### src/logic/tcp_pkg.sv
`default_nettype none
package tcp_pkg;
	// ------------------------------------------------------------
	// Register map and widths
	// ------------------------------------------------------------
	localparam int unsigned TCP_DW      = 8;
	localparam int unsigned TCP_AW      = 3;
	localparam logic [2:0]  TCP_A_CTRL1 = 3'h0;
	localparam logic [2:0]  TCP_A_CTRL2 = 3'h1;
	localparam logic [2:0]  TCP_A_STAT  = 3'h2;
	localparam logic [2:0]  TCP_A_CAP1  = 3'h3;
	localparam logic [2:0]  TCP_A_CAP2  = 3'h4;
	localparam logic [2:0]  TCP_A_CMP1  = 3'h5;
	localparam logic [2:0]  TCP_A_CMP2  = 3'h6;
	localparam logic [2:0]  TCP_A_CNT   = 3'h7;
	// ------------------------------------------------------------
	// Field positions
	// ------------------------------------------------------------
	localparam int unsigned TCP_B_IRQEN = 7;
	localparam int unsigned TCP_B_EDGE  = 1;
	localparam int unsigned TCP_B_PWM   = 7;
	localparam int unsigned TCP_B_SHOT  = 6;
	localparam int unsigned TCP_B_CLK   = 2;
	localparam int unsigned TCP_B_FLAG1 = 7;
	localparam int unsigned TCP_B_FLAG2 = 6;
	// ------------------------------------------------------------
	// Reset values and timing
	// ------------------------------------------------------------
	localparam logic [7:0]  TCP_RST_REG = 8'h00;
	localparam logic [7:0]  TCP_RST_CNT = 8'h00;
	localparam logic [7:0]  TCP_RST_CMP = 8'hff;
	localparam int unsigned TCP_PRE_W   = 7;
	localparam logic [6:0]  TCP_DIV_M0  = 7'h01;
	localparam logic [6:0]  TCP_DIV_M1  = 7'h07;
	localparam logic [6:0]  TCP_DIV_M2  = 7'h1f;
	localparam logic [6:0]  TCP_DIV_M3  = 7'h7f;
	typedef enum logic [1:0] {
		TCP_PWM_IDLE = 2'b01,
		TCP_PWM_RUN  = 2'b10
	} tcp_pwm_state_type;
endpackage : tcp_pkg
`default_nettype wire

### src/logic/tcp_timer.sv
// The address map and the address-and-strobe port were chosen for this implementation.
`timescale 1ns/1ps
`default_nettype none
// Overview of operation
// - Two 8-bit capture registers latch the counter on a chosen pin edge.
// - Capture registers are read-only; writes leave them unchanged.
// - Each channel has an edge select bit picking rising or falling.
// - Captured values resolve to one counter increment.
// - Control two holds a two-bit clock select for the counter rate.
// - One enable bit in control one lets both channels interrupt.
// - A capture sets the channel flag and loads the counter value.
// - Interrupt only when enabled and CPU mask clear; otherwise it pends.
// - Flag clears by status read while set, then capture register access.
// - Capture register holds the newest capture; each overwrites the last.
// - Both channels work at once and independently.
// - In PWM or single-shot mode only channel two captures.
// - Capture pins feed the timer directly whatever their port use.
// - PWM period from compare two, pulse length from compare one.
// - PWM takes over compare one and compare two; no compare events.
// - In PWM, compare writes apply only at the period end.
// - PWM and single-shot both set means PWM only.
// - PWM counter reset sets flag one, interrupting if enabled.
// - Halt freezes the counter; interrupt wake resumes, reset restarts.
// - Edge in halt arms capture; wake-up sets flag and captures.
// - All timer events share one interrupt, all gated by the one enable bit.
module tcp_timer
	import tcp_pkg::*;
(
	input  wire logic              clk_in,
	input  wire logic              sys_rst_in,
	input  wire logic [TCP_AW-1:0] addr_in,
	input  wire logic [TCP_DW-1:0] wdata_in,
	input  wire logic              wr_in,
	input  wire logic              rd_in,
	output var  logic [TCP_DW-1:0] rdata_out,
	input  wire logic              capture_pin_one_in,
	input  wire logic              capture_pin_two_in,
	input  wire logic              cpu_irq_mask_in,
	input  wire logic              halt_in,
	output var  logic              irq_out,
	output var  logic              waveform_output_pin_out
);
	logic [7:0]        timer_control_one_r;
	logic [7:0]        timer_control_two_r;
	logic [7:0]        compare_value_one_r;
	logic [7:0]        compare_value_two_r;
	logic [7:0]        cmp1_act_r;
	logic [7:0]        cmp2_act_r;
	logic [7:0]        cnt_r;
	logic [7:0]        cap_r [2];
	logic [1:0]        flag_r;
	logic [1:0]        clr_arm_r;
	logic [1:0]        pin_vec;
	logic [1:0]        edge_sel;
	logic [1:0]        chan_evt;
	logic [1:0]        cap_evt;
	logic [1:0]        cap_acc;
	logic [1:0]        flag_set;
	logic              tick;
	logic              pwm_on;
	logic              shot_on;
	logic              period_end;
	logic              stat_rd;
	tcp_pwm_state_type pwm_st_r;

	// ------------------------------------------------------------
	// Mode decode
	// ------------------------------------------------------------
	// PWM wins over single-shot when both are set
	assign pwm_on  = timer_control_two_r[TCP_B_PWM];
	assign shot_on = timer_control_two_r[TCP_B_SHOT] & ~pwm_on;

	always_ff @(posedge clk_in or posedge sys_rst_in) begin
		if (sys_rst_in) begin
			pwm_st_r <= TCP_PWM_IDLE;
		end else begin
			case (pwm_st_r)
				TCP_PWM_IDLE: begin
					if (pwm_on) begin
						pwm_st_r <= TCP_PWM_RUN;
					end
				end
				TCP_PWM_RUN: begin
					if (!pwm_on) begin
						pwm_st_r <= TCP_PWM_IDLE;
					end
				end
				default: pwm_st_r <= TCP_PWM_IDLE;
			endcase
		end
	end

	// ------------------------------------------------------------
	// Counter and prescaler
	// ------------------------------------------------------------
	tcp_tick_gen u_tick (
		.clk_in     (clk_in),
		.sys_rst_in (sys_rst_in),
		.sel_in     (timer_control_two_r[TCP_B_CLK +: 2]),
		.halt_in    (halt_in),
		.tick_out   (tick)
	);

	assign period_end = tick && (pwm_st_r == TCP_PWM_RUN) && (cnt_r == cmp2_act_r);

	// Halt suppresses ticks, so the count freezes and resumes in place
	always_ff @(posedge clk_in or posedge sys_rst_in) begin
		if (sys_rst_in) begin
			cnt_r <= TCP_RST_CNT;
		end else if (period_end) begin
			cnt_r <= TCP_RST_CNT;
		end else if (tick) begin
			cnt_r <= cnt_r + 8'h01;
		end
	end

	// ------------------------------------------------------------
	// Capture channels
	// ------------------------------------------------------------
	assign pin_vec  = {capture_pin_two_in, capture_pin_one_in};
	assign edge_sel = {timer_control_two_r[TCP_B_EDGE], timer_control_one_r[TCP_B_EDGE]};
	assign stat_rd  = rd_in && (addr_in == TCP_A_STAT);

	genvar gi;
	generate
		for (gi = 0; gi < 2; gi++) begin : g_chan
			tcp_capture_chan u_chan (
				.clk_in     (clk_in),
				.sys_rst_in (sys_rst_in),
				.pin_in     (pin_vec[gi]),
				.rising_in  (edge_sel[gi]),
				.halt_in    (halt_in),
				.event_out  (chan_evt[gi])
			);

			// Channel one is lost to the waveform logic in PWM and single-shot
			if (gi == 0) begin : g_one
				assign cap_evt[gi] = chan_evt[gi] & ~pwm_on & ~shot_on;
			end else begin : g_two
				assign cap_evt[gi] = chan_evt[gi];
			end

			assign cap_acc[gi] = (rd_in | wr_in) && (addr_in == (gi == 0 ? TCP_A_CAP1 : TCP_A_CAP2));
			assign flag_set[gi] = cap_evt[gi] | ((gi == 0) & period_end);

			// Newest capture overwrites; bus writes never reach it
			always_ff @(posedge clk_in or posedge sys_rst_in) begin
				if (sys_rst_in) begin
					cap_r[gi] <= TCP_RST_REG;
				end else if (cap_evt[gi]) begin
					cap_r[gi] <= cnt_r;
				end
			end

			// First step of the clear: status seen while flag set
			always_ff @(posedge clk_in or posedge sys_rst_in) begin
				if (sys_rst_in) begin
					clr_arm_r[gi] <= 1'b0;
				end else if (stat_rd && flag_r[gi]) begin
					clr_arm_r[gi] <= 1'b1;
				end else if (cap_acc[gi] || !flag_r[gi]) begin
					clr_arm_r[gi] <= 1'b0;
				end
			end

			// Set wins over a clear landing in the same cycle
			always_ff @(posedge clk_in or posedge sys_rst_in) begin
				if (sys_rst_in) begin
					flag_r[gi] <= 1'b0;
				end else if (flag_set[gi]) begin
					flag_r[gi] <= 1'b1;
				end else if (clr_arm_r[gi] && cap_acc[gi]) begin
					flag_r[gi] <= 1'b0;
				end
			end
		end
	endgenerate

	// ------------------------------------------------------------
	// Interrupt request
	// ------------------------------------------------------------
	// Flags stay set while masked, so the request simply pends
	always_ff @(posedge clk_in or posedge sys_rst_in) begin
		if (sys_rst_in) begin
			irq_out <= 1'b0;
		end else begin
			irq_out <= timer_control_one_r[TCP_B_IRQEN] & (|flag_r) & ~cpu_irq_mask_in;
		end
	end

	// ------------------------------------------------------------
	// Control and compare registers
	// ------------------------------------------------------------
	always_ff @(posedge clk_in or posedge sys_rst_in) begin
		if (sys_rst_in) begin
			timer_control_one_r <= TCP_RST_REG;
			timer_control_two_r <= TCP_RST_REG;
			compare_value_one_r <= TCP_RST_CMP;
			compare_value_two_r <= TCP_RST_CMP;
		end else if (wr_in) begin
			case (addr_in)
				TCP_A_CTRL1: timer_control_one_r <= wdata_in;
				TCP_A_CTRL2: timer_control_two_r <= wdata_in;
				TCP_A_CMP1:  compare_value_one_r <= wdata_in;
				TCP_A_CMP2:  compare_value_two_r <= wdata_in;
				default:     ;
			endcase
		end
	end

	// Working copies only move at the period end while running
	always_ff @(posedge clk_in or posedge sys_rst_in) begin
		if (sys_rst_in) begin
			cmp1_act_r <= TCP_RST_CMP;
			cmp2_act_r <= TCP_RST_CMP;
		end else if (pwm_st_r != TCP_PWM_RUN || period_end) begin
			cmp1_act_r <= compare_value_one_r;
			cmp2_act_r <= compare_value_two_r;
		end
	end

	// ------------------------------------------------------------
	// Waveform output
	// ------------------------------------------------------------
	// High from counter reset until compare one; low outside PWM
	always_ff @(posedge clk_in or posedge sys_rst_in) begin
		if (sys_rst_in) begin
			waveform_output_pin_out <= 1'b0;
		end else if (pwm_st_r != TCP_PWM_RUN) begin
			waveform_output_pin_out <= 1'b0;
		end else if (period_end) begin
			waveform_output_pin_out <= 1'b1;
		end else if (tick && cnt_r == cmp1_act_r) begin
			waveform_output_pin_out <= 1'b0;
		end
	end

	// ------------------------------------------------------------
	// Read port
	// ------------------------------------------------------------
	// Data appear one cycle after the strobe; idle cycles read zero
	always_ff @(posedge clk_in or posedge sys_rst_in) begin
		if (sys_rst_in) begin
			rdata_out <= '0;
		end else if (rd_in) begin
			case (addr_in)
				TCP_A_CTRL1: rdata_out <= timer_control_one_r;
				TCP_A_CTRL2: rdata_out <= timer_control_two_r;
				TCP_A_STAT:  rdata_out <= {flag_r[0], flag_r[1], 6'h00};
				TCP_A_CAP1:  rdata_out <= cap_r[0];
				TCP_A_CAP2:  rdata_out <= cap_r[1];
				TCP_A_CMP1:  rdata_out <= compare_value_one_r;
				TCP_A_CMP2:  rdata_out <= compare_value_two_r;
				default:     rdata_out <= cnt_r;
			endcase
		end else begin
			rdata_out <= '0;
		end
	end

	// ------------------------------------------------------------
	// Checks
	// ------------------------------------------------------------
	property p_cap_load;
		@(posedge clk_in) disable iff (sys_rst_in)
		cap_evt[1] |=> cap_r[1] == $past(cnt_r);
	endproperty
	a_cap_load: assert property (p_cap_load) else $error("capture value wrong");

	property p_cap_ro;
		@(posedge clk_in) disable iff (sys_rst_in)
		wr_in && addr_in == TCP_A_CAP1 && !cap_evt[0] |=> $stable(cap_r[0]);
	endproperty
	a_cap_ro: assert property (p_cap_ro) else $error("capture register written");

	property p_flag_set;
		@(posedge clk_in) disable iff (sys_rst_in)
		cap_evt[0] |=> flag_r[0];
	endproperty
	a_flag_set: assert property (p_flag_set) else $error("flag not set");

	property p_flag_keep;
		@(posedge clk_in) disable iff (sys_rst_in)
		flag_r[1] && !(clr_arm_r[1] && cap_acc[1]) |=> flag_r[1];
	endproperty
	a_flag_keep: assert property (p_flag_keep) else $error("flag cleared early");

	property p_irq;
		@(posedge clk_in) disable iff (sys_rst_in)
		##1 irq_out == $past(timer_control_one_r[TCP_B_IRQEN] && |flag_r && !cpu_irq_mask_in);
	endproperty
	a_irq: assert property (p_irq) else $error("irq mismatch");

	property p_ch1_off;
		@(posedge clk_in) disable iff (sys_rst_in)
		(pwm_on || timer_control_two_r[TCP_B_SHOT]) |=> $stable(cap_r[0]);
	endproperty
	a_ch1_off: assert property (p_ch1_off) else $error("channel one captured");

	property p_pwm_idle_low;
		@(posedge clk_in) disable iff (sys_rst_in)
		!pwm_on ##1 !pwm_on |=> !waveform_output_pin_out;
	endproperty
	a_pwm_idle_low: assert property (p_pwm_idle_low) else $error("pin active outside pwm");

	property p_period_flag;
		@(posedge clk_in) disable iff (sys_rst_in)
		period_end |=> flag_r[0] && cnt_r == TCP_RST_CNT && waveform_output_pin_out;
	endproperty
	a_period_flag: assert property (p_period_flag) else $error("period end wrong");

	property p_dbl_buf;
		@(posedge clk_in) disable iff (sys_rst_in)
		pwm_st_r == TCP_PWM_RUN && !period_end |=> $stable(cmp1_act_r) && $stable(cmp2_act_r);
	endproperty
	a_dbl_buf: assert property (p_dbl_buf) else $error("compare changed mid period");

	property p_wrap;
		@(posedge clk_in) disable iff (sys_rst_in)
		tick && !period_end && cnt_r == 8'hff |=> cnt_r == TCP_RST_CNT;
	endproperty
	a_wrap: assert property (p_wrap) else $error("counter wrap wrong");

	property p_halt_freeze;
		@(posedge clk_in) disable iff (sys_rst_in)
		halt_in && $past(halt_in) |=> $stable(cnt_r);
	endproperty
	a_halt_freeze: assert property (p_halt_freeze) else $error("counter ran in halt");

	c_cap_two: cover property (@(posedge clk_in) disable iff (sys_rst_in) cap_evt[1]);
	c_period:  cover property (@(posedge clk_in) disable iff (sys_rst_in) period_end);
	c_clear:   cover property (@(posedge clk_in) disable iff (sys_rst_in) $fell(flag_r[0]));
	c_irq:     cover property (@(posedge clk_in) disable iff (sys_rst_in) $rose(irq_out));
endmodule : tcp_timer
`default_nettype wire

### src/logic/tcp_tick_gen.sv
`timescale 1ns/1ps
`default_nettype none
module tcp_tick_gen
	import tcp_pkg::*;
(
	input  wire logic       clk_in,
	input  wire logic       sys_rst_in,
	input  wire logic [1:0] sel_in,
	input  wire logic       halt_in,
	output var  logic       tick_out
);
	logic [TCP_PRE_W-1:0] div_r;
	logic [TCP_PRE_W-1:0] mask;

	// ------------------------------------------------------------
	// Divider: ticks at 1/2, 1/8, 1/32 or 1/128 of clk_in
	// ------------------------------------------------------------
	always_comb begin
		case (sel_in)
			2'h0:    mask = TCP_DIV_M0;
			2'h1:    mask = TCP_DIV_M1;
			2'h2:    mask = TCP_DIV_M2;
			default: mask = TCP_DIV_M3;
		endcase
	end

	// Halt stops the prescaler too, so the count resumes in phase
	always_ff @(posedge clk_in or posedge sys_rst_in) begin
		if (sys_rst_in) begin
			div_r    <= '0;
			tick_out <= 1'b0;
		end else if (halt_in) begin
			tick_out <= 1'b0;
		end else begin
			div_r    <= div_r + 1'b1;
			tick_out <= ((div_r & mask) == mask);
		end
	end
endmodule : tcp_tick_gen
`default_nettype wire

### src/logic/tcp_capture_chan.sv
`timescale 1ns/1ps
`default_nettype none
module tcp_capture_chan
	import tcp_pkg::*;
(
	input  wire logic clk_in,
	input  wire logic sys_rst_in,
	input  wire logic pin_in,
	input  wire logic rising_in,
	input  wire logic halt_in,
	output var  logic event_out
);
	logic sync1_r;
	logic sync2_r;
	logic last_r;
	logic armed_r;
	logic edge_hit;

	// ------------------------------------------------------------
	// Pin synchroniser and edge detect
	// ------------------------------------------------------------
	// The pin feeds the timer whatever the port does with it
	always_ff @(posedge clk_in or posedge sys_rst_in) begin
		if (sys_rst_in) begin
			sync1_r <= 1'b0;
			sync2_r <= 1'b0;
			last_r  <= 1'b0;
		end else begin
			sync1_r <= pin_in;
			sync2_r <= sync1_r;
			last_r  <= sync2_r;
		end
	end

	assign edge_hit = rising_in ? (sync2_r & ~last_r) : (~sync2_r & last_r);

	// Edge during halt is held and fires on wake-up
	always_ff @(posedge clk_in or posedge sys_rst_in) begin
		if (sys_rst_in) begin
			armed_r   <= 1'b0;
			event_out <= 1'b0;
		end else if (halt_in) begin
			event_out <= 1'b0;
			if (edge_hit) begin
				armed_r <= 1'b1;
			end
		end else begin
			armed_r   <= 1'b0;
			event_out <= edge_hit | armed_r;
		end
	end

	property p_halt_silent;
		@(posedge clk_in) disable iff (sys_rst_in)
		halt_in |=> !event_out;
	endproperty
	a_halt_silent: assert property (p_halt_silent) else $error("capture fired in halt");
endmodule : tcp_capture_chan
`default_nettype wire

### config.mk
export PLATFORM = sky130hd
export DESIGN_NAME = tcp_timer
export DESIGN_NICKNAME = d
export VERILOG_FILES = /design/src/logic/tcp_pkg.sv /design/src/logic/tcp_timer.sv /design/src/logic/tcp_tick_gen.sv /design/src/logic/tcp_capture_chan.sv
export SDC_FILE = /design/constraint.sdc
export NUM_CORES = 1
export LEC_CHECK = 0
export ABC_AREA = 1
export BUFFER_PORTS_ARGS = -buffer_cell sky130_fd_sc_hd__clkbuf_2
export CAP_MARGIN = 25
export CORE_MARGIN = 2
export CORE_UTILIZATION = 60
export DETAILED_ROUTE_END_ITERATION = 10
export PLACE_DENSITY = 0.79
export REMOVE_ABC_BUFFERS = 1
export SLEW_MARGIN = 20
export SYNTH_ARGS = -nofsm -noshare
export SYNTH_HDL_FRONTEND = slang
export SYNTH_SLANG_ARGS = --single-unit
### constraint.sdc
create_clock -name clk_in -period 4.6 [get_ports clk_in]
set_clock_uncertainty 0.2 [all_clocks]
set_input_delay 0.69 -clock clk_in [delete_from_list [all_inputs] [get_ports clk_in]]
set_output_delay 0.69 -clock clk_in [all_outputs]
set_load 0.005 [all_outputs]
Word-level counts from Yosys, hierarchy flattened
Cells that the tools add are included.
- bitwise operators: 21
- $add $sub $neg: 2
- reduce and logical (&&, ||, !) cells: 29
- mux-type cells: 28
- equal/unequal tests: 18
- operator list (operator ; number):
    $pmux W8 S7 ; 1
    $mux W8 ; 3
    $pmux W7 S3 ; 1
    $mux W1 ; 20
    $eq A8 B8 Y1 ; 2
    $logic_and A1 B1 Y1 ; 10
    $reduce_and A2 Y1 ; 5
    $reduce_bool A2 Y1 ; 5
    $and A1 B1 Y1 ; 9
    $eq A3 B3 Y1 const B ; 3
    $add A8 B1 Y8 const B ; 1
    $add A7 B1 Y7 const B ; 1
    $and A7 B7 Y7 ; 1
    $eq A7 B7 Y1 ; 1
    $not A1 Y1 ; 7
    $eq A3 B2 Y1 const B ; 2
    $ne A2 B2 Y1 const B ; 3
    $eq A2 B1 Y1 const B ; 2
    $eq A2 B2 Y1 const B ; 2
    $mux W2 ; 2
    $ne A2 B1 Y1 const B ; 2
    $or A1 B1 Y1 ; 4
    $pmux W2 S2 ; 1
    $eq A3 B1 Y1 const B ; 1
    6 further kinds ; 9
- register bits: 106
- input bits: 19
- logic and storage cells: 127
- output and inout bits: 10

Logic depth before layout (Yosys ltp)
Gate-level depths: netlist of run 1.
- word-level depth: 6
- mapped depth: 11
- depth with buffers taken out: 10

Hierarchy
Synthesis of run 1 repeated with hierarchy kept, for this count alone.
- cell total of the unflattened synthesis: 583
- area total of the unflattened synthesis: 4928.5 sq um
- modules (own cells, without submodules) (module ; times used ; seq. area each (sq um) ; area each (sq um) ; cells an instance):
    tcp_timer ; 1 ; 2243.4 ; 4152.7 ; 494
    tcp_tick_gen ; 1 ; 200.2 ; 410.4 ; 53
    tcp_capture_chan ; 2 ; 125.1 ; 182.7 ; 18

Least setup slack after synthesis of run 1
Ideal clock, no wire load.
- kind: input -> register
- from: input port addr_in[2]
- to: register timer_control_one_r[0]
- setup time: 128 ps
- cell stages on the path: 6
- setup slack: 2742 ps
- arrival: 1530 ps
- buffers on the path: 2
- required time: 4272 ps
- cell sequence: buf_6 > nor3_4 > nand2_2 > buf_2 > nand2_1 > o21ai_0
- cells in the longest elaborated chain, start to end: 2
- ends and longest elaborated chain (element ; RTL line ; RTL):
    start: declaration ; tcp_timer.sv:31 ; input wire logic [TCP_AW-1:0] addr_in,
    $logic_not A3 Y1 ; tcp_timer.sv:201 ; case (addr_in)
    $reduce_and A2 Y1 (no line) ; n/a ;
    end signal: assignment ; tcp_timer.sv:202 ; TCP_A_CTRL1: timer_control_one_r <= wdata_in;
    end: declaration ; tcp_timer.sv:43 ; logic [7:0] timer_control_one_r;
Every way passes these cells.
A chain may end at the register's enable or synchronous reset.

Worst setup path in the final report of run 1
- from: register cnt_r[6]
- to: register cmp1_act_r[7]
- cells in the longest elaborated chain, start to end: 3
- ends and longest elaborated chain (element ; RTL line ; RTL):
    start: declaration ; tcp_timer.sv:49 ; logic [7:0] cnt_r;
    start signal: assignment ; tcp_timer.sv:113 ; cnt_r <= cnt_r + 8'h01;
    $eq A8 B8 Y1 ; tcp_timer.sv:104 ; assign period_end = tick && (pwm_st_r == TCP_PWM_RUN) && (cnt_r == cmp2_act_r);
    $logic_and A1 B1 Y1 ; tcp_timer.sv:104 ;
    $logic_or A1 B1 Y1 ; tcp_timer.sv:216 ; end else if (pwm_st_r != TCP_PWM_RUN || period_end) begin
    end signal: assignment ; tcp_timer.sv:217 ; cmp1_act_r <= compare_value_one_r;
    end: declaration ; tcp_timer.sv:47 ; logic [7:0] cmp1_act_r;
Every way passes these cells.

==> impl_results.html, run 1 <==
<table>
<tr><th>Metric</th><th>Value</th></tr>
<tr><th colspan="2">Power</th></tr>
<tr><td>Net load switching power</td><td>842 uW</td></tr>
<tr><td>Worst ir drop on vdd</td><td>about 0.25 mV</td></tr>
<tr><td>Static Leakage</td><td>0.00263 uW</td></tr>
<tr><td>Proportion of total power due to net switching</td><td>0.346</td></tr>
<tr><td>Part of the total power dissipated in the clock network</td><td>0.219</td></tr>
<tr><td>Seq pwr share</td><td>0.569</td></tr>
<tr><td>Comb pwr share</td><td>0.211</td></tr>
<tr><td>Areal power density over the cells</td><td>approximately 460 nW/um^2</td></tr>
<tr><td>Cell Int Power</td><td>1590 uW</td></tr>
<tr><th colspan="2">Final layout</th></tr>
<tr><td>Most frequent cells in the layout</td><td>sky130_fd_sc_hd__nand2_1, sky130_fd_sc_hd__dfrtp_1, sky130_fd_sc_hd__o21ai_0, sky130_fd_sc_hd__nor2_1, sky130_fd_sc_hd__inv_1</td></tr>
<tr><td>Design area</td><td>5290 sq um</td></tr>
<tr><td>Area overhead of the layout relative to synthesis</td><td>7.75%</td></tr>
<tr><td>Number of antenna diodes</td><td>0</td></tr>
<tr><td>Commonest non-fill, non-tap cell in the layout</td><td>sky130_fd_sc_hd__nand2_1</td></tr>
<tr><td>Post-layout nets</td><td>between 600 and 700</td></tr>
<tr><td>Final Core Density</td><td>0.677</td></tr>
<tr><td>Proportion of layout cells with a drive suffix above 1</td><td>0.197</td></tr>
<tr><th colspan="2">Clock tree</th></tr>
<tr><td>Postcts setup bufs</td><td>0</td></tr>
<tr><td>Clock tree root buffer cell</td><td>sky130_fd_sc_hd__clkbuf_8</td></tr>
<tr><td>Maximum root-to-sink buffer count</td><td>2</td></tr>
<tr><td># clock sinks</td><td>106</td></tr>
<tr><td>CTS tree</td><td>yes</td></tr>
<tr><td>Insertion delay to the later sink of the worst-skew pair</td><td>0.38 ns</td></tr>
<tr><td>Clk pin slew, worst setup/hold paths</td><td>0.11 ns</td></tr>
<tr><td>Number of hold buffers added after cts</td><td>0</td></tr>
<tr><td>CTS Buf Count</td><td>9</td></tr>
<tr><td>Number of levels the H-tree was split into</td><td>3</td></tr>
<tr><td>Count of instances resized after the clock tree is built</td><td>0</td></tr>
<tr><th colspan="2">Global routing</th></tr>
<tr><td>Remaining global-route overflow</td><td>0</td></tr>
<tr><td>Largest net degree at the start of global routing</td><td>80</td></tr>
<tr><td>Initial antenna violation count</td><td>0</td></tr>
<tr><td>First-pass GRT wire length</td><td>about 19000 um</td></tr>
<tr><td>Via count of the first global-routing pass</td><td>3676</td></tr>
<tr><td>Combined global-route utilization of all metal layers</td><td>0.277</td></tr>
<tr><th colspan="2">Logic synthesis</th></tr>
<tr><td>Count of synthesis-stage warnings from yosys</td><td>0</td></tr>
<tr><td>Post-synthesis cell area</td><td>4910 sq um</td></tr>
<tr><td>Sequential element share of the synthesized area</td><td>0.549</td></tr>
<tr><td>Cell count after synthesis</td><td>567</td></tr>
<tr><td>Mean area per synthesized cell</td><td>between 8 and 9 sq um</td></tr>
<tr><td>Number of unique standard cell types used by synthesis</td><td>33</td></tr>
<tr><td>Synthesis-stage register bit count</td><td>106</td></tr>
<tr><th colspan="2">Drt</th></tr>
<tr><td>Post-detailed-route wirelength per cell</td><td>16.1 um</td></tr>
<tr><td>Overall routed net length</td><td>11300 um</td></tr>
<tr><td>First drt pass iteration count</td><td>5</td></tr>
<tr><td>Vias per std cell</td><td>5.65</td></tr>
<tr><td>DR vias</td><td>approximately 4k</td></tr>
<tr><td>DRC violations left</td><td>0</td></tr>
<tr><td>Starting DRT DRC Count</td><td>356</td></tr>
<tr><td>Antenna-violating nets left</td><td>0</td></tr>
<tr><th colspan="2">Worst setup path</th></tr>
<tr><td>CP startpoint kind</td><td>flip-flop</td></tr>
<tr><td>Crit path DAT</td><td>2.31 ns</td></tr>
<tr><td>Launch point of the critical path</td><td>cnt_r[6]</td></tr>
<tr><td>R2r startpoint</td><td>cnt_r[6]</td></tr>
<tr><td>Setup Crit Path Kind</td><td>reg2reg</td></tr>
<tr><td>CP Capture Type</td><td>flip-flop</td></tr>
<tr><td>Data required time of the critical path</td><td>4.72 ns</td></tr>
<tr><td>Maximum fanout along the worst path</td><td>22</td></tr>
<tr><th colspan="2">STA</th></tr>
<tr><td>Final Cycle Share</td><td>0.476</td></tr>
<tr><td>Final Setup Violations</td><td>0</td></tr>
<tr><td>RSZ-0062 raised after global routing</td><td>no</td></tr>
<tr><td>Headroom to the max-slew limit</td><td>0.602</td></tr>
<tr><td>Total count of hold-check failures in the final report</td><td>0</td></tr>
<tr><td>Sum of negative setup slack</td><td>0 ns</td></tr>
<tr><td>Maximum achievable frequency</td><td>457 MHz</td></tr>
<tr><td>Actual transition at the worst max-transition pin</td><td>0.597 ns</td></tr>
<tr><td>Minimum period implied by the final worst setup slack</td><td>roughly 2.2 ns</td></tr>
<tr><td>Final-report max-slew violation count</td><td>0</td></tr>
<tr><th colspan="2">Die</th></tr>
<tr><td>Area of the placeable core</td><td>7810 sq um</td></tr>
<tr><td>Chip height</td><td>94.4 um</td></tr>
<tr><td>Die Wd</td><td>94.4 um</td></tr>
<tr><td>Starting Density</td><td>0.629</td></tr>
<tr><td>Row Count</td><td>32</td></tr>
<tr><td>Die Area</td><td>8920 sq um</td></tr>
<tr><td>IO Pins</td><td>29</td></tr>
<tr><th colspan="2">Place</th></tr>
<tr><td>Total cell area at the placement stage</td><td>5090 sq um</td></tr>
<tr><td>Last weighted congestion value of the routability-driven placer</td><td>0.980</td></tr>
<tr><td>Estimated wirelength of the detail-placed design</td><td>8200 um</td></tr>
<tr><td>Number of I/O port buffers</td><td>28</td></tr>
<tr><th colspan="2">Worst hold path</th></tr>
<tr><td>Worst min-delay path category</td><td>in2async</td></tr>
<tr><th colspan="2">Run</th></tr>
<tr><td>Number of maximum-capacitance violations</td><td>0</td></tr>
<tr><th colspan="2">Outcome</th></tr>
<tr><td>Status</td><td>finished clean</td></tr>
</table>
-- layout make-up --
cell class / instances / area (sq um)
Clock buffer: 10 / 128
Clock inverter: 6 / 46.3
Fill cell: 650 / 2520
Inverter: 57 / 216
Multi-Input combinational cell: 389 / 1900
Sequential cell: 106 / 2690
Tap cell: 102 / 128
Timing Repair Buffer: 30 / 175
-- kinds of logic (layout without fill, tap and decap cells) --
logic type,after synthesis,count (layout),share of synthesized area
xor+xnor,15,15,0.0268
flops,106,106,0.549
compound gates,94,94,0.111
fa+ha+maj,2,2,0.00510
buf+inv,72,103,0.0637
simple gates,278,278,0.244
-- critical path, stage by stage (launching register included) --
cell and delay (ns):
sky130_fd_sc_hd__dfrtp_1 0.48, sky130_fd_sc_hd__inv_1 0.20, sky130_fd_sc_hd__nand2_1 0.08, sky130_fd_sc_hd__nand2_1 0.09, sky130_fd_sc_hd__nand2_1 0.06, sky130_fd_sc_hd__nor2_1 0.11, sky130_fd_sc_hd__nand3_2 0.40, sky130_fd_sc_hd__nand2_4 0.34
sky130_fd_sc_hd__nand2_1 0.09, sky130_fd_sc_hd__nand2_1 0.07
-- state kept, by name (all words and copies together), names as in the netlist --
| signal | count |
|---|---|
| timer_control_one_r | 8 |
| irq_out | 1 |
| cmp2_act_r | 8 |
| flag_r | 2 |
| rdata_out | 8 |
| g_chan.u_chan.sync2_r | 2 |
| cmp1_act_r | 8 |
| pwm_st_r | 2 |
| u_tick.div_r | 7 |
| clr_arm_r | 2 |
| g_chan.u_chan.sync1_r | 2 |
| g_chan.u_chan.last_r | 2 |
| g_chan.u_chan.armed_r | 2 |
| compare_value_two_r | 8 |
| g_chan.u_chan.event_out | 2 |
| timer_control_two_r | 8 |
| u_tick.tick_out | 1 |
| cap_r | 16 |
| cnt_r | 8 |
| waveform_output_pin_out | 1 |
| compare_value_one_r | 8 |
-- stage by stage --
step	total power [uW]	instances	hold WS [ns]	setup slack [ns]
after floorplan	1720	552	0.131	0.976
after global placement	1880	683	0.133	2.32
after detailed placement	1910	683	0.143	2.31
after CTS	2440	699	0.164	2.44
after global routing	2590	700	0.0134	2.22
final	2440	700	0.00926	2.41
-- synth_stat cells (all sizes together) --
library cell	n	area [sq um]
xnor2	3	26.3
nor3	7	68.8
clkinv	3	11.3
o31ai	2	15.0
clkbuf	5	18.8
nand3b	2	15.0
buf	10	80.1
a31oi	2	12.5
a21oi	20	100
nor2	46	173
nand3	38	195
a22o	1	8.76
inv	54	203
dfrtp	73	1830
o21ai	67	395
dfstp	33	867
nand2	179	709
o21a	1	7.51
ha	2	25.0
or2	3	18.8
nand4	3	18.8
xor2	12	105
o22ai	1	6.26
-- power by group through the flow --
| stage | logic (uW) | registers (uW) | clock network (uW) |
|---|---|---|---|
| after floorplan | 393 | 1330 | 0 |
| after CTS | 514 | 1380 | 544 |
| final | 515 | 1390 | 534 |
| after detailed placement | 512 | 1400 | 0 |
| after global placement | 495 | 1390 | 0 |
| after global routing | 595 | 1410 | 577 |
-- routing by layer --
layer / vias up / GRT usage / part of all wire
met3: 24 / 0.0599 / 0.070
li1: 1863 / - / -
met1: 1906 / 0.392 / 0.44
met5: - / 0 / 0
met4: 0 / 0.0882 / 0.025
met2: 160 / 0.432 / 0.46
-- final timing paths --
| path | depth (start not counted) | slack, ns | endpoint |
|---|---|---|---|
| max in group asynchronous | 3 | 3.57 | cmp1_act_r[4] |
| worst max-delay path | 9 | 2.41 | cmp1_act_r[7] |
| worst min-delay path | 2 | 0.009 | rdata_out[2] |
| min in group clk_in | 0 | 0.16 | g_chan[1].u_chan.sync2_r |
| worst min register to register | 0 | 0.16 | g_chan[1].u_chan.sync2_r |
| worst max register to register | 9 | 2.41 | cmp1_act_r[7] |
Power figures use the tool's default switching activity.
==> run 2, diff against run 1 <==
--- a/config.mk
+++ b/config.mk
@@ -5,13 +5,13 @@
 export SDC_FILE = /design/constraint.sdc
 export NUM_CORES = 1
 export LEC_CHECK = 0
-export ABC_AREA = 1
+export ABC_AREA = 0
 export BUFFER_PORTS_ARGS = -buffer_cell sky130_fd_sc_hd__clkbuf_2
 export CAP_MARGIN = 25
 export CORE_MARGIN = 2
-export CORE_UTILIZATION = 60
+export CORE_UTILIZATION = 55
 export DETAILED_ROUTE_END_ITERATION = 10
-export PLACE_DENSITY = 0.79
+export PLACE_DENSITY = 0.76
 export REMOVE_ABC_BUFFERS = 1
 export SLEW_MARGIN = 20
 export SYNTH_ARGS = -nofsm -noshare
==> constraint.sdc (replaced) <==
create_clock -name clk_in -period 2 [get_ports clk_in]
set_clock_uncertainty 0.2 [all_clocks]
set_input_delay 0.3 -clock clk_in [delete_from_list [all_inputs] [get_ports clk_in]]
set_output_delay 0.3 -clock clk_in [all_outputs]
set_load 0.005 [all_outputs]
==> run 2 against run 1 <==
Compared with the run above:
- maximum frequency increased by 10%
- via count decreased by 19%
- global-route usage decreased by 4.9 points
- sequential cell count unchanged
- area after synthesis decreased by 1.1%
- sequential share of layout area decreased by 2.6 points
- critical path depth decreased by 4
- synthesized cell count decreased by 35%
- sequential power increased by 130%
- highest routed layer unchanged
- final cell count decreased by 23%
- die area increased by 7.6%
==> impl_results.html, run 2 <==
<table>
<tr><th>Metric</th><th>Value</th></tr>
<tr><th colspan="2">Power</th></tr>
<tr><td>Worst ir drop on vdd</td><td>0.671 mV (+170%)</td></tr>
<tr><td>Static Leakage</td><td>0.00252 uW (-4.1%)</td></tr>
<tr><td>Areal power density over the cells</td><td>1110 nW/um^2 (+140%)</td></tr>
<tr><th colspan="2">Outcome</th></tr>
<tr><td>Status</td><td>finished clean</td></tr>
<tr><th colspan="2">Logic synthesis</th></tr>
<tr><td>Adder-cell share of the synthesized area</td><td>0.00516 (+0.0000565)</td></tr>
<tr><td>Xor/xnor cell area share of the yosys netlist</td><td>0.0523 (+0.0256)</td></tr>
<tr><td>Number of unique standard cell types used by synthesis</td><td>53 (+61%)</td></tr>
<tr><td>Post-synthesis cell area</td><td>4850 sq um (-1.1%)</td></tr>
<tr><td>Ys flop type</td><td>sky130_fd_sc_hd__dfrtp_1</td></tr>
<tr><td>Post-synthesis compound-gate area fraction</td><td>0.0688 (-0.0423)</td></tr>
<tr><td>Dominant cells by area after synthesis</td><td>sky130_fd_sc_hd__dfrtp_1, sky130_fd_sc_hd__dfstp_2, sky130_fd_sc_hd__mux2_2</td></tr>
<tr><td>Mux contribution to synthesized area</td><td>0.194 (+0.194)</td></tr>
<tr><td>Most frequently used cell type in the post-synthesis netlist</td><td>sky130_fd_sc_hd__dfrtp_1</td></tr>
<tr><td>Post-synth EDFFs</td><td>0 (unchanged)</td></tr>
<tr><td>Post-synthesis cell type with the largest combined area</td><td>sky130_fd_sc_hd__dfrtp_1</td></tr>
<tr><td>Mean area per synthesized cell</td><td>13.2 sq um (+53%)</td></tr>
<tr><td>Fraction of synthesized cell area taken by the top area cell type</td><td>0.376 (+0.00413)</td></tr>
<tr><td>Simple-gate share of the synthesized area</td><td>0.0874 (-0.157)</td></tr>
<tr><td>Most common library cells after synthesis</td><td>sky130_fd_sc_hd__dfrtp_1, sky130_fd_sc_hd__mux2_2, sky130_fd_sc_hd__dfstp_2</td></tr>
<tr><td>Synthesis-stage register bit count</td><td>106 (unchanged)</td></tr>
<tr><td>Async set or reset register ratio after synthesis</td><td>1.00 (unchanged)</td></tr>
<tr><td>Sequential element share of the synthesized area</td><td>0.555 (+0.00609)</td></tr>
<tr><td>Main combinational cell family by area after synthesis</td><td>multiplexers</td></tr>
<tr><td>Cell count after synthesis</td><td>367 (-35%)</td></tr>
<tr><td>Count of synthesis-stage warnings from yosys</td><td>0 (unchanged)</td></tr>
<tr><th colspan="2">Final layout</th></tr>
<tr><td>Post-layout nets</td><td>446 (-27%)</td></tr>
<tr><td>Proportion of layout cells with a drive suffix above 1</td><td>0.463 (+0.265)</td></tr>
<tr><td>Number of flip-flops in the largest register</td><td>16 (unchanged)</td></tr>
<tr><td>Number of antenna diodes</td><td>0 (unchanged)</td></tr>
<tr><td>Commonest non-fill, non-tap cell in the layout</td><td>sky130_fd_sc_hd__dfrtp_1</td></tr>
<tr><td>Top reg by flops</td><td>cap_r</td></tr>
<tr><td>Most frequent cells in the layout</td><td>sky130_fd_sc_hd__dfrtp_1, sky130_fd_sc_hd__mux2_2, sky130_fd_sc_hd__dfstp_2, sky130_fd_sc_hd__buf_4, sky130_fd_sc_hd__clkbuf_2</td></tr>
<tr><td>Final Core Density</td><td>0.645 (-0.0318)</td></tr>
<tr><td>Area overhead of the layout relative to synthesis</td><td>14.8%</td></tr>
<tr><th colspan="2">STA</th></tr>
<tr><td>Final Setup Violations</td><td>0 (unchanged)</td></tr>
<tr><td>Total count of hold-check failures in the final report</td><td>0 (unchanged)</td></tr>
<tr><td>Final Cycle Share</td><td>0.991 (+0.516)</td></tr>
<tr><td>Headroom to the max-slew limit</td><td>0.674 (+0.0723)</td></tr>
<tr><td>Actual transition at the worst max-transition pin</td><td>0.489 ns (-0.108 ns)</td></tr>
<tr><td>Final-report max-slew violation count</td><td>0 (unchanged)</td></tr>
<tr><td>Worst path setup slack after routing</td><td>0.0175 ns (-2.39 ns)</td></tr>
<tr><td>Maximum achievable frequency</td><td>504 MHz (+10%)</td></tr>
<tr><td>RSZ-0062 raised after global routing</td><td>yes</td></tr>
<tr><td>Sum of negative setup slack</td><td>0 ns (unchanged)</td></tr>
<tr><td>Minimum period implied by the final worst setup slack</td><td>1.98 ns (-0.205 ns)</td></tr>
<tr><th colspan="2">Clock tree</th></tr>
<tr><td># clock sinks</td><td>106 (unchanged)</td></tr>
<tr><td>CTS Buf Count</td><td>9 (unchanged)</td></tr>
<tr><td>Maximum root-to-sink buffer count</td><td>2 (unchanged)</td></tr>
<tr><td>Insertion delay to the later sink of the worst-skew pair</td><td>0.37 ns (about the same)</td></tr>
<tr><td>Clock tree root buffer cell</td><td>sky130_fd_sc_hd__clkbuf_8</td></tr>
<tr><td>Clk pin slew, worst setup/hold paths</td><td>0.11 ns (about the same)</td></tr>
<tr><td>Number of levels the H-tree was split into</td><td>3 (unchanged)</td></tr>
<tr><td>CTS tree</td><td>yes</td></tr>
<tr><th colspan="2">Place</th></tr>
<tr><td>Last weighted congestion value of the routability-driven placer</td><td>0.841 (-14%)</td></tr>
<tr><td>Number of I/O port buffers</td><td>28 (unchanged)</td></tr>
<tr><td>Estimated wirelength of the detail-placed design</td><td>7300 um (-11%)</td></tr>
<tr><td>Post-place setup slack</td><td>0.0490 ns (-2.26 ns)</td></tr>
<tr><th colspan="2">Drt</th></tr>
<tr><td>Post-detailed-route wirelength per cell</td><td>19.0 um (+18%)</td></tr>
<tr><td>Starting DRT DRC Count</td><td>313 (-12%)</td></tr>
<tr><td>Antenna-violating nets left</td><td>0 (unchanged)</td></tr>
<tr><td>Vias per std cell</td><td>5.92 (+4.8%)</td></tr>
<tr><td>First drt pass iteration count</td><td>5 (unchanged)</td></tr>
<tr><td>Overall routed net length</td><td>10200 um (-9.3%)</td></tr>
<tr><td>DR vias</td><td>3185 (-19%)</td></tr>
<tr><td>DRC violations left</td><td>0 (unchanged)</td></tr>
<tr><th colspan="2">Worst hold path</th></tr>
<tr><td>Worst min-delay path category</td><td>in2reg</td></tr>
<tr><th colspan="2">Global routing</th></tr>
<tr><td>Remaining global-route overflow</td><td>0 (unchanged)</td></tr>
<tr><td>Combined global-route utilization of all metal layers</td><td>0.228 (-0.0486)</td></tr>
<tr><td>First-pass GRT wire length</td><td>17300 um (-6.6%)</td></tr>
<tr><td>Largest net degree at the start of global routing</td><td>43 (-46%)</td></tr>
<tr><td>Initial antenna violation count</td><td>0 (unchanged)</td></tr>
<tr><td>Via count of the first global-routing pass</td><td>3410 (-7.2%)</td></tr>
<tr><th colspan="2">Die</th></tr>
<tr><td>Starting Density</td><td>0.562 (-0.0665)</td></tr>
<tr><td>Die Wd</td><td>97.9 um (+3.7%)</td></tr>
<tr><td>Row Count</td><td>34 (+6.3%)</td></tr>
<tr><td>Area of the placeable core</td><td>8640 sq um (+11%)</td></tr>
<tr><td>Die Area</td><td>9590 sq um (+7.6%)</td></tr>
<tr><td>IO Pins</td><td>29 (unchanged)</td></tr>
<tr><td>Chip height</td><td>97.9 um (+3.7%)</td></tr>
<tr><th colspan="2">Worst setup path</th></tr>
<tr><td>Setup Crit Path Kind</td><td>reg2reg</td></tr>
<tr><td>Data required time of the critical path</td><td>2.10 ns (-2.62 ns)</td></tr>
<tr><td>Cells along the critical path</td><td>xnor2_2, nand4_2, o31ai_4, clkbuf_16, mux2_4</td></tr>
<tr><td>Slowest stage cell on the critical path</td><td>sky130_fd_sc_hd__dfstp_2</td></tr>
<tr><td>Maximum fanout along the worst path</td><td>8 (-64%)</td></tr>
<tr><td>Cell class contributing the biggest share of worst-path delay</td><td>flip-flops</td></tr>
<tr><td>Critical path's largest stage delay</td><td>0.57 ns (+0.09 ns)</td></tr>
<tr><td>Crit path buffers/inverters</td><td>1 (unchanged)</td></tr>
<tr><td>CP Capture Type</td><td>flip-flop</td></tr>
<tr><td>CP startpoint kind</td><td>flip-flop</td></tr>
<tr><td>Crit path DAT</td><td>2.08 ns (-0.23 ns)</td></tr>
<tr><th colspan="2">Run</th></tr>
<tr><td>Number of maximum-capacitance violations</td><td>0 (unchanged)</td></tr>
</table>
[run 2: cells by family (layout without fill, tap and decap cells)]
family,after synthesis,in the layout
AOI/OAI and AO/OA,48,48
xor gates and xnor gates,29,29
adders and majority gates,2,2
buffers and inverters,27,90
DFF,106,106
muxes,79,79
and+or+nand+nor,76,76
[run 2: final timing paths]
path	slack [ns]	to	from	cells after the start
min	0.01	timer_control_two_r[4]	wdata_in[4]	2
min in group asynchronous	0.27	g_chan[1].u_chan.sync1_r	sys_rst_in	3
max reg2reg	0.02	cmp2_act_r[1]	cmp2_act_r[2]	5
max	0.02	cmp2_act_r[1]	cmp2_act_r[2]	5
min reg2reg	0.16	g_chan[1].u_chan.sync2_r	g_chan[1].u_chan.sync1_r	0
max in group asynchronous	0.65	cmp1_act_r[4]	sys_rst_in	4
[run 2: power by group]
group	switching, uW	total, uW	internal (uW)
sequential	436	3260	2820
clock	787	1280	489
combinational	713	1630	916
[run 2: repair_timing]
item | CTS | global route
setup buffers | 0 | 2
gates resized for setup | 0 | 4
endpoints found under the hold margin | 30 | 0
endpoints found under the setup margin | 0 | 6
hold buffers | 7 | 0
[run 2: per-stage QoR]
stage          hold slack (ns)  power, uW  area (sq um)  instances
2_1_floorplan            0.131       4230          4690        345
3_3_place_gp             0.131       4720          5240        512
3_5_place_dp             0.140       4810          5240        512
4_1_cts                0.00363       6110          5500        535
5_1_grt                0.00689       6510          5570        538
6_report                0.0109       6160          5570        538
[run 2: layer usage]
metal,GRT usage,share of wire,up-vias
li1,-,-,1410
met1,0.296,0.42,1642
met2,0.383,0.51,110
met3,0.0551,0.057,23
met4,0.0694,0.017,0
met5,0,0,-
[run 2: worst reg2reg max path, stage by stage (launching register included)]
cell and delay [ns]:
sky130_fd_sc_hd__dfstp_2 0.57, sky130_fd_sc_hd__xnor2_2 0.11, sky130_fd_sc_hd__nand4_2 0.16, sky130_fd_sc_hd__o31ai_4 0.34, sky130_fd_sc_hd__clkbuf_16 0.23, sky130_fd_sc_hd__mux2_4 0.30
[run 2: area by class of cell]
| class | instances | area (sq um) |
|---|---|---|
| clock buffers | 9 | 124 |
| clock inverters | 7 | 71.3 |
| fillers | 650 | 3060 |
| inverters | 5 | 21.3 |
| multi-input cells | 234 | 2010 |
| flip-flops and latches | 106 | 2690 |
| well taps | 108 | 135 |
| repair buffers | 69 | 520 |
==> run 3, diff against run 2 <==
--- a/config.mk
+++ b/config.mk
@@ -11,9 +11,11 @@
 export CORE_MARGIN = 2
 export CORE_UTILIZATION = 55
 export DETAILED_ROUTE_END_ITERATION = 10
+export GPL_ROUTABILITY_DRIVEN = 0
 export PLACE_DENSITY = 0.76
 export REMOVE_ABC_BUFFERS = 1
 export SLEW_MARGIN = 20
 export SYNTH_ARGS = -nofsm -noshare
 export SYNTH_HDL_FRONTEND = slang
+export SYNTH_HIERARCHICAL = 1
 export SYNTH_SLANG_ARGS = --single-unit
==> constraint.sdc (replaced) <==
create_clock -name clk_in -period 1.6 [get_ports clk_in]
set_clock_uncertainty 0.2 [all_clocks]
set_input_delay 0.24 -clock clk_in [delete_from_list [all_inputs] [get_ports clk_in]]
set_output_delay 0.24 -clock clk_in [all_outputs]
set_load 0.005 [all_outputs]
==> run 3 against run 2 <==
Compared with the run above:
- the flow now finishes with violations (negative setup slack)
- register-to-register slack got worse by 0.33 ns
- die area grew 0.63%
- final cell count is 3.3% higher
- sequential power is 25% higher
- non-clock buffer count grew 14
- critical path type unchanged
- maximum frequency increased by 3.6%
- via count is 1.4% higher
- sequential cell count is the same
- clock power increased by 44%
- wire length rose by 4.0%
- largest cell class unchanged
==> impl_results.html, run 3 <==
<table>
<tr><th>Metric</th><th>Value</th></tr>
<tr><th colspan="2">Final layout</th></tr>
<tr><td>Multi-input logic area</td><td>2080 sq um (+3.8%)</td></tr>
<tr><td>Area overhead of the layout relative to synthesis</td><td>19.4%</td></tr>
<tr><td>Number of standard cells in the final layout excluding fillers</td><td>556 (+3.3%)</td></tr>
<tr><td>Most frequent cells in the layout</td><td>sky130_fd_sc_hd__dfrtp_1, sky130_fd_sc_hd__mux2_2, sky130_fd_sc_hd__dfstp_2, sky130_fd_sc_hd__buf_4, sky130_fd_sc_hd__clkbuf_2</td></tr>
<tr><td>Area of all sequential standard cells</td><td>2690 sq um (unchanged)</td></tr>
<tr><td>Number of flip-flops in the largest register</td><td>16 (unchanged)</td></tr>
<tr><td>Number of antenna diodes</td><td>0 (unchanged)</td></tr>
<tr><td>Post-layout nets</td><td>464 (+4.0%)</td></tr>
<tr><td>Proportion of layout cells with a drive suffix above 1</td><td>0.478 (+0.0149)</td></tr>
<tr><td>Layout fillers</td><td>632 (-2.8%)</td></tr>
<tr><td>Top reg by flops</td><td>cap_r</td></tr>
<tr><td>Commonest non-fill, non-tap cell in the layout</td><td>sky130_fd_sc_hd__dfrtp_1</td></tr>
<tr><th colspan="2">Drt</th></tr>
<tr><td>Antenna-violating nets left</td><td>0 (unchanged)</td></tr>
<tr><td>DRC violations left</td><td>0 (unchanged)</td></tr>
<tr><td>First drt pass iteration count</td><td>4 (-1)</td></tr>
<tr><td>Vias per std cell</td><td>5.81 (-1.9%)</td></tr>
<tr><td>Starting DRT DRC Count</td><td>207 (-34%)</td></tr>
<tr><td>DR vias</td><td>3229 (+1.4%)</td></tr>
<tr><td>Post-detailed-route wirelength per cell</td><td>19.1 um (+0.60%)</td></tr>
<tr><td>Overall routed net length</td><td>10600 um (+4.0%)</td></tr>
<tr><th colspan="2">Clock tree</th></tr>
<tr><td>Clock tree root buffer cell</td><td>sky130_fd_sc_hd__clkbuf_8</td></tr>
<tr><td>Maximum root-to-sink buffer count</td><td>2 (unchanged)</td></tr>
<tr><td>CTS Buf Count</td><td>9 (unchanged)</td></tr>
<tr><td># clock sinks</td><td>106 (unchanged)</td></tr>
<tr><td>Clk pin slew, worst setup/hold paths</td><td>0.10 ns (about the same)</td></tr>
<tr><td>Number of levels the H-tree was split into</td><td>3 (unchanged)</td></tr>
<tr><td>Insertion delay to the later sink of the worst-skew pair</td><td>0.37 ns (about the same)</td></tr>
<tr><td>CTS tree</td><td>yes</td></tr>
<tr><th colspan="2">Logic synthesis</th></tr>
<tr><td>Most common library cells after synthesis</td><td>sky130_fd_sc_hd__dfrtp_1, sky130_fd_sc_hd__mux2_2, sky130_fd_sc_hd__dfstp_2</td></tr>
<tr><td>Sequential element share of the synthesized area</td><td>0.551 (-0.00370)</td></tr>
<tr><td>Post-synthesis cell area</td><td>4890 sq um (+0.67%)</td></tr>
<tr><td>Most frequently used cell type in the post-synthesis netlist</td><td>sky130_fd_sc_hd__dfrtp_1</td></tr>
<tr><td>Mean area per synthesized cell</td><td>13.2 sq um (-0.42%)</td></tr>
<tr><td>Post-synthesis cell type with the largest combined area</td><td>sky130_fd_sc_hd__dfrtp_1</td></tr>
<tr><td>Async set or reset register ratio after synthesis</td><td>1.00 (unchanged)</td></tr>
<tr><td>Ys flop type</td><td>sky130_fd_sc_hd__dfrtp_1</td></tr>
<tr><td>Post-synth EDFFs</td><td>0 (unchanged)</td></tr>
<tr><td>Synthesis-stage register bit count</td><td>106 (unchanged)</td></tr>
<tr><td>Cell count after synthesis</td><td>371 (+1.1%)</td></tr>
<tr><td>Fraction of synthesized cell area taken by the top area cell type</td><td>0.374 (-0.00251)</td></tr>
<tr><td>Count of synthesis-stage warnings from yosys</td><td>6 (+6)</td></tr>
<tr><td>Dominant cells by area after synthesis</td><td>sky130_fd_sc_hd__dfrtp_1, sky130_fd_sc_hd__dfstp_2, sky130_fd_sc_hd__mux2_2</td></tr>
<tr><td>Number of unique standard cell types used by synthesis</td><td>56 (+5.7%)</td></tr>
<tr><th colspan="2">Power</th></tr>
<tr><td>Proportion of total power due to net switching</td><td>0.298 (-0.0165)</td></tr>
<tr><td>Seq pwr share</td><td>0.506 (-0.023)</td></tr>
<tr><td>Static Leakage</td><td>0.00263 uW (+4.3%)</td></tr>
<tr><td>Worst ir drop on vdd</td><td>0.799 mV (+19%)</td></tr>
<tr><td>Part of the total power dissipated in the clock network</td><td>0.228 (+0.021)</td></tr>
<tr><td>Areal power density over the cells</td><td>1380 nW/um^2 (+25%)</td></tr>
<tr><td>Comb pwr share</td><td>0.265 (about the same)</td></tr>
<tr><td>Cell Int Power</td><td>5670 uW (+34%)</td></tr>
<tr><td>Net load switching power</td><td>2400 uW (+24%)</td></tr>
<tr><th colspan="2">Place</th></tr>
<tr><td>Post-place setup slack</td><td>-0.339 ns (-0.388 ns)</td></tr>
<tr><td>Estimated wirelength of the detail-placed design</td><td>7400 um (+1.4%)</td></tr>
<tr><td>Number of I/O port buffers</td><td>28 (unchanged)</td></tr>
<tr><td>Number of placed instances, taps included</td><td>524 (+2.3%)</td></tr>
<tr><th colspan="2">STA</th></tr>
<tr><td>Worst path setup slack after routing</td><td>-0.313 ns (-0.331 ns)</td></tr>
<tr><td>Maximum achievable frequency</td><td>523 MHz (+3.6%)</td></tr>
<tr><td>RSZ-0062 raised after global routing</td><td>yes</td></tr>
<tr><td>Final Cycle Share</td><td>1.20 (+0.205)</td></tr>
<tr><td>Final-report max-slew violation count</td><td>0 (unchanged)</td></tr>
<tr><td>Worst hold slack after final layout</td><td>0.102 ns (+0.0915 ns)</td></tr>
<tr><td>Final Setup Violations</td><td>26 (+26)</td></tr>
<tr><td>Headroom to the max-slew limit</td><td>0.684 (+0.0102)</td></tr>
<tr><td>Sum of negative setup slack</td><td>-7.19 ns (-7.19 ns)</td></tr>
<tr><td>Actual transition at the worst max-transition pin</td><td>0.473 ns (-0.0154 ns)</td></tr>
<tr><td>Minimum period implied by the final worst setup slack</td><td>1.91 ns (-0.0691 ns)</td></tr>
<tr><td>Total count of hold-check failures in the final report</td><td>0 (unchanged)</td></tr>
<tr><th colspan="2">Die</th></tr>
<tr><td>IO Pins</td><td>29 (unchanged)</td></tr>
<tr><td>Die Area</td><td>9650 sq um (+0.63%)</td></tr>
<tr><td>Area of the placeable core</td><td>8680 sq um (+0.49%)</td></tr>
<tr><td>Starting Density</td><td>0.563 (+0.000994)</td></tr>
<tr><td>Chip height</td><td>98.3 um (+0.32%)</td></tr>
<tr><td>Row Count</td><td>34 (unchanged)</td></tr>
<tr><td>Die Wd</td><td>98.3 um (+0.32%)</td></tr>
<tr><th colspan="2">Worst setup path</th></tr>
<tr><td>Data required time of the critical path</td><td>1.71 ns (-0.39 ns)</td></tr>
<tr><td>CP startpoint kind</td><td>flip-flop</td></tr>
<tr><td>Maximum fanout along the worst path</td><td>16 (+8)</td></tr>
<tr><td>Crit path DAT</td><td>2.02 ns (-0.06 ns)</td></tr>
<tr><td>CP Capture Type</td><td>flip-flop</td></tr>
<tr><td>Setup Crit Path Kind</td><td>reg2reg</td></tr>
<tr><th colspan="2">Run</th></tr>
<tr><td>Number of maximum-capacitance violations</td><td>0 (unchanged)</td></tr>
<tr><th colspan="2">Global routing</th></tr>
<tr><td>Via count of the first global-routing pass</td><td>3403 (-0.21%)</td></tr>
<tr><td>Initial antenna violation count</td><td>0 (unchanged)</td></tr>
<tr><td>Combined global-route utilization of all metal layers</td><td>0.238 (+0.00946)</td></tr>
<tr><td>First-pass GRT wire length</td><td>17700 um (+2.4%)</td></tr>
<tr><td>Remaining global-route overflow</td><td>0 (unchanged)</td></tr>
<tr><td>Largest net degree at the start of global routing</td><td>89 (+110%)</td></tr>
<tr><th colspan="2">Worst hold path</th></tr>
<tr><td>Worst min-delay path category</td><td>in2reg</td></tr>
<tr><th colspan="2">Outcome</th></tr>
<tr><td>Status</td><td>complete, but fails checks</td></tr>
<tr><td>Violations in the final reports</td><td>negative setup slack</td></tr>
</table>
[run 3: changes by cell type after synthesis, moves of 4 or more]
cell / change
sky130_fd_sc_hd__nor2_1: -9
sky130_fd_sc_hd__inv_1: +6
sky130_fd_sc_hd__o21ai_0: +6
sky130_fd_sc_hd__a211oi_1: -5
sky130_fd_sc_hd__xor2_1: -5
sky130_fd_sc_hd__buf_2: -4
sky130_fd_sc_hd__xnor2_1: +4
[run 3: power groups by stage]
| stage | sequential, uW | clock, uW | combinational, uW |
|---|---|---|---|
| after floorplan | 3970 | 0 | 1290 |
| after global placement | 4060 | 0 | 1870 |
| after detailed placement | 4100 | 0 | 1940 |
| after CTS | 4080 | 1880 | 2110 |
| after global routing | 4180 | 1970 | 2350 |
| final | 4090 | 1840 | 2140 |
[run 3: worst paths after layout]
| check | start | to | slack, ns | depth (start not counted) |
|---|---|---|---|---|
| max in group asynchronous | sys_rst_in | compare_value_two_r[0] | 0.47 | 4 |
| max | cmp2_act_r[4] | cmp1_act_r[6] | -0.31 | 5 |
| min | addr_in[1] | rdata_out[5] | 0.10 | 3 |
| min in group asynchronous | sys_rst_in | g_chan[0].u_chan/armed_r | 0.13 | 3 |
| max reg2reg | cmp2_act_r[4] | cmp1_act_r[6] | -0.31 | 5 |
| min reg2reg | g_chan[1].u_chan/sync1_r | g_chan[1].u_chan/sync2_r | 0.16 | 0 |
[run 3: kinds of logic after synthesis]
group,Yosys count,synth area share
DFF,106,0.551
muxes,78,0.192
and+or+nand+nor,68,0.0845
AOI/OAI and AO/OA,56,0.0758
buffers and inverters,33,0.0407
xor gates and xnor gates,28,0.0502
adders and majority gates,2,0.00512
[run 3: stage by stage]
stage	util	area, sq um	total power (uW)
finish	0.672	5830	8080
floorplan	-	4730	5260
detailed placement	0.616	5350	6040
global route	0.672	5830	8500
CTS	0.668	5800	8060
global placement	0.616	5350	5920
[run 3: area by class of cell]
| cell class | instances | area share |
|---|---|---|
| flip-flops and latches | 106 | 0.462 |
| multi-input cells | 232 | 0.357 |
| repair buffers | 83 | 0.112 |
| well taps | 108 | 0.0232 |
| clock buffers | 9 | 0.0212 |
| clock inverters | 7 | 0.0169 |
| inverters | 11 | 0.00729 |
[run 3: worst max-delay path, cell delays in order, from the launching register on]
cell and delay [ns]:
sky130_fd_sc_hd__dfstp_2 0.57, sky130_fd_sc_hd__xnor2_2 0.12, sky130_fd_sc_hd__nand3_2 0.13, sky130_fd_sc_hd__o31ai_4 0.27
sky130_fd_sc_hd__buf_12 0.21, sky130_fd_sc_hd__mux2_2 0.35
[run 3: repair_timing]
| item | 4_1_cts | 5_1_grt |
|---|---|---|
| setup endpoints to repair | 26 | 26 |
| hold buffers | 13 | 0 |
| gates resized for setup | 16 | 7 |
| pin swaps | 12 | 1 |
| hold endpoints to repair | 113 | 0 |
| buffers inserted | 2 | 1 |
[run 3: per-layer routing]
metal  vias to the layer above  part of all wire  global-route usage
li1                       1450                 -                   -
met1                      1678              0.44               0.333
met2                        90              0.48               0.377
met3                        11             0.061              0.0544
met4                         0             0.012              0.0685
met5                         -                 0                   0
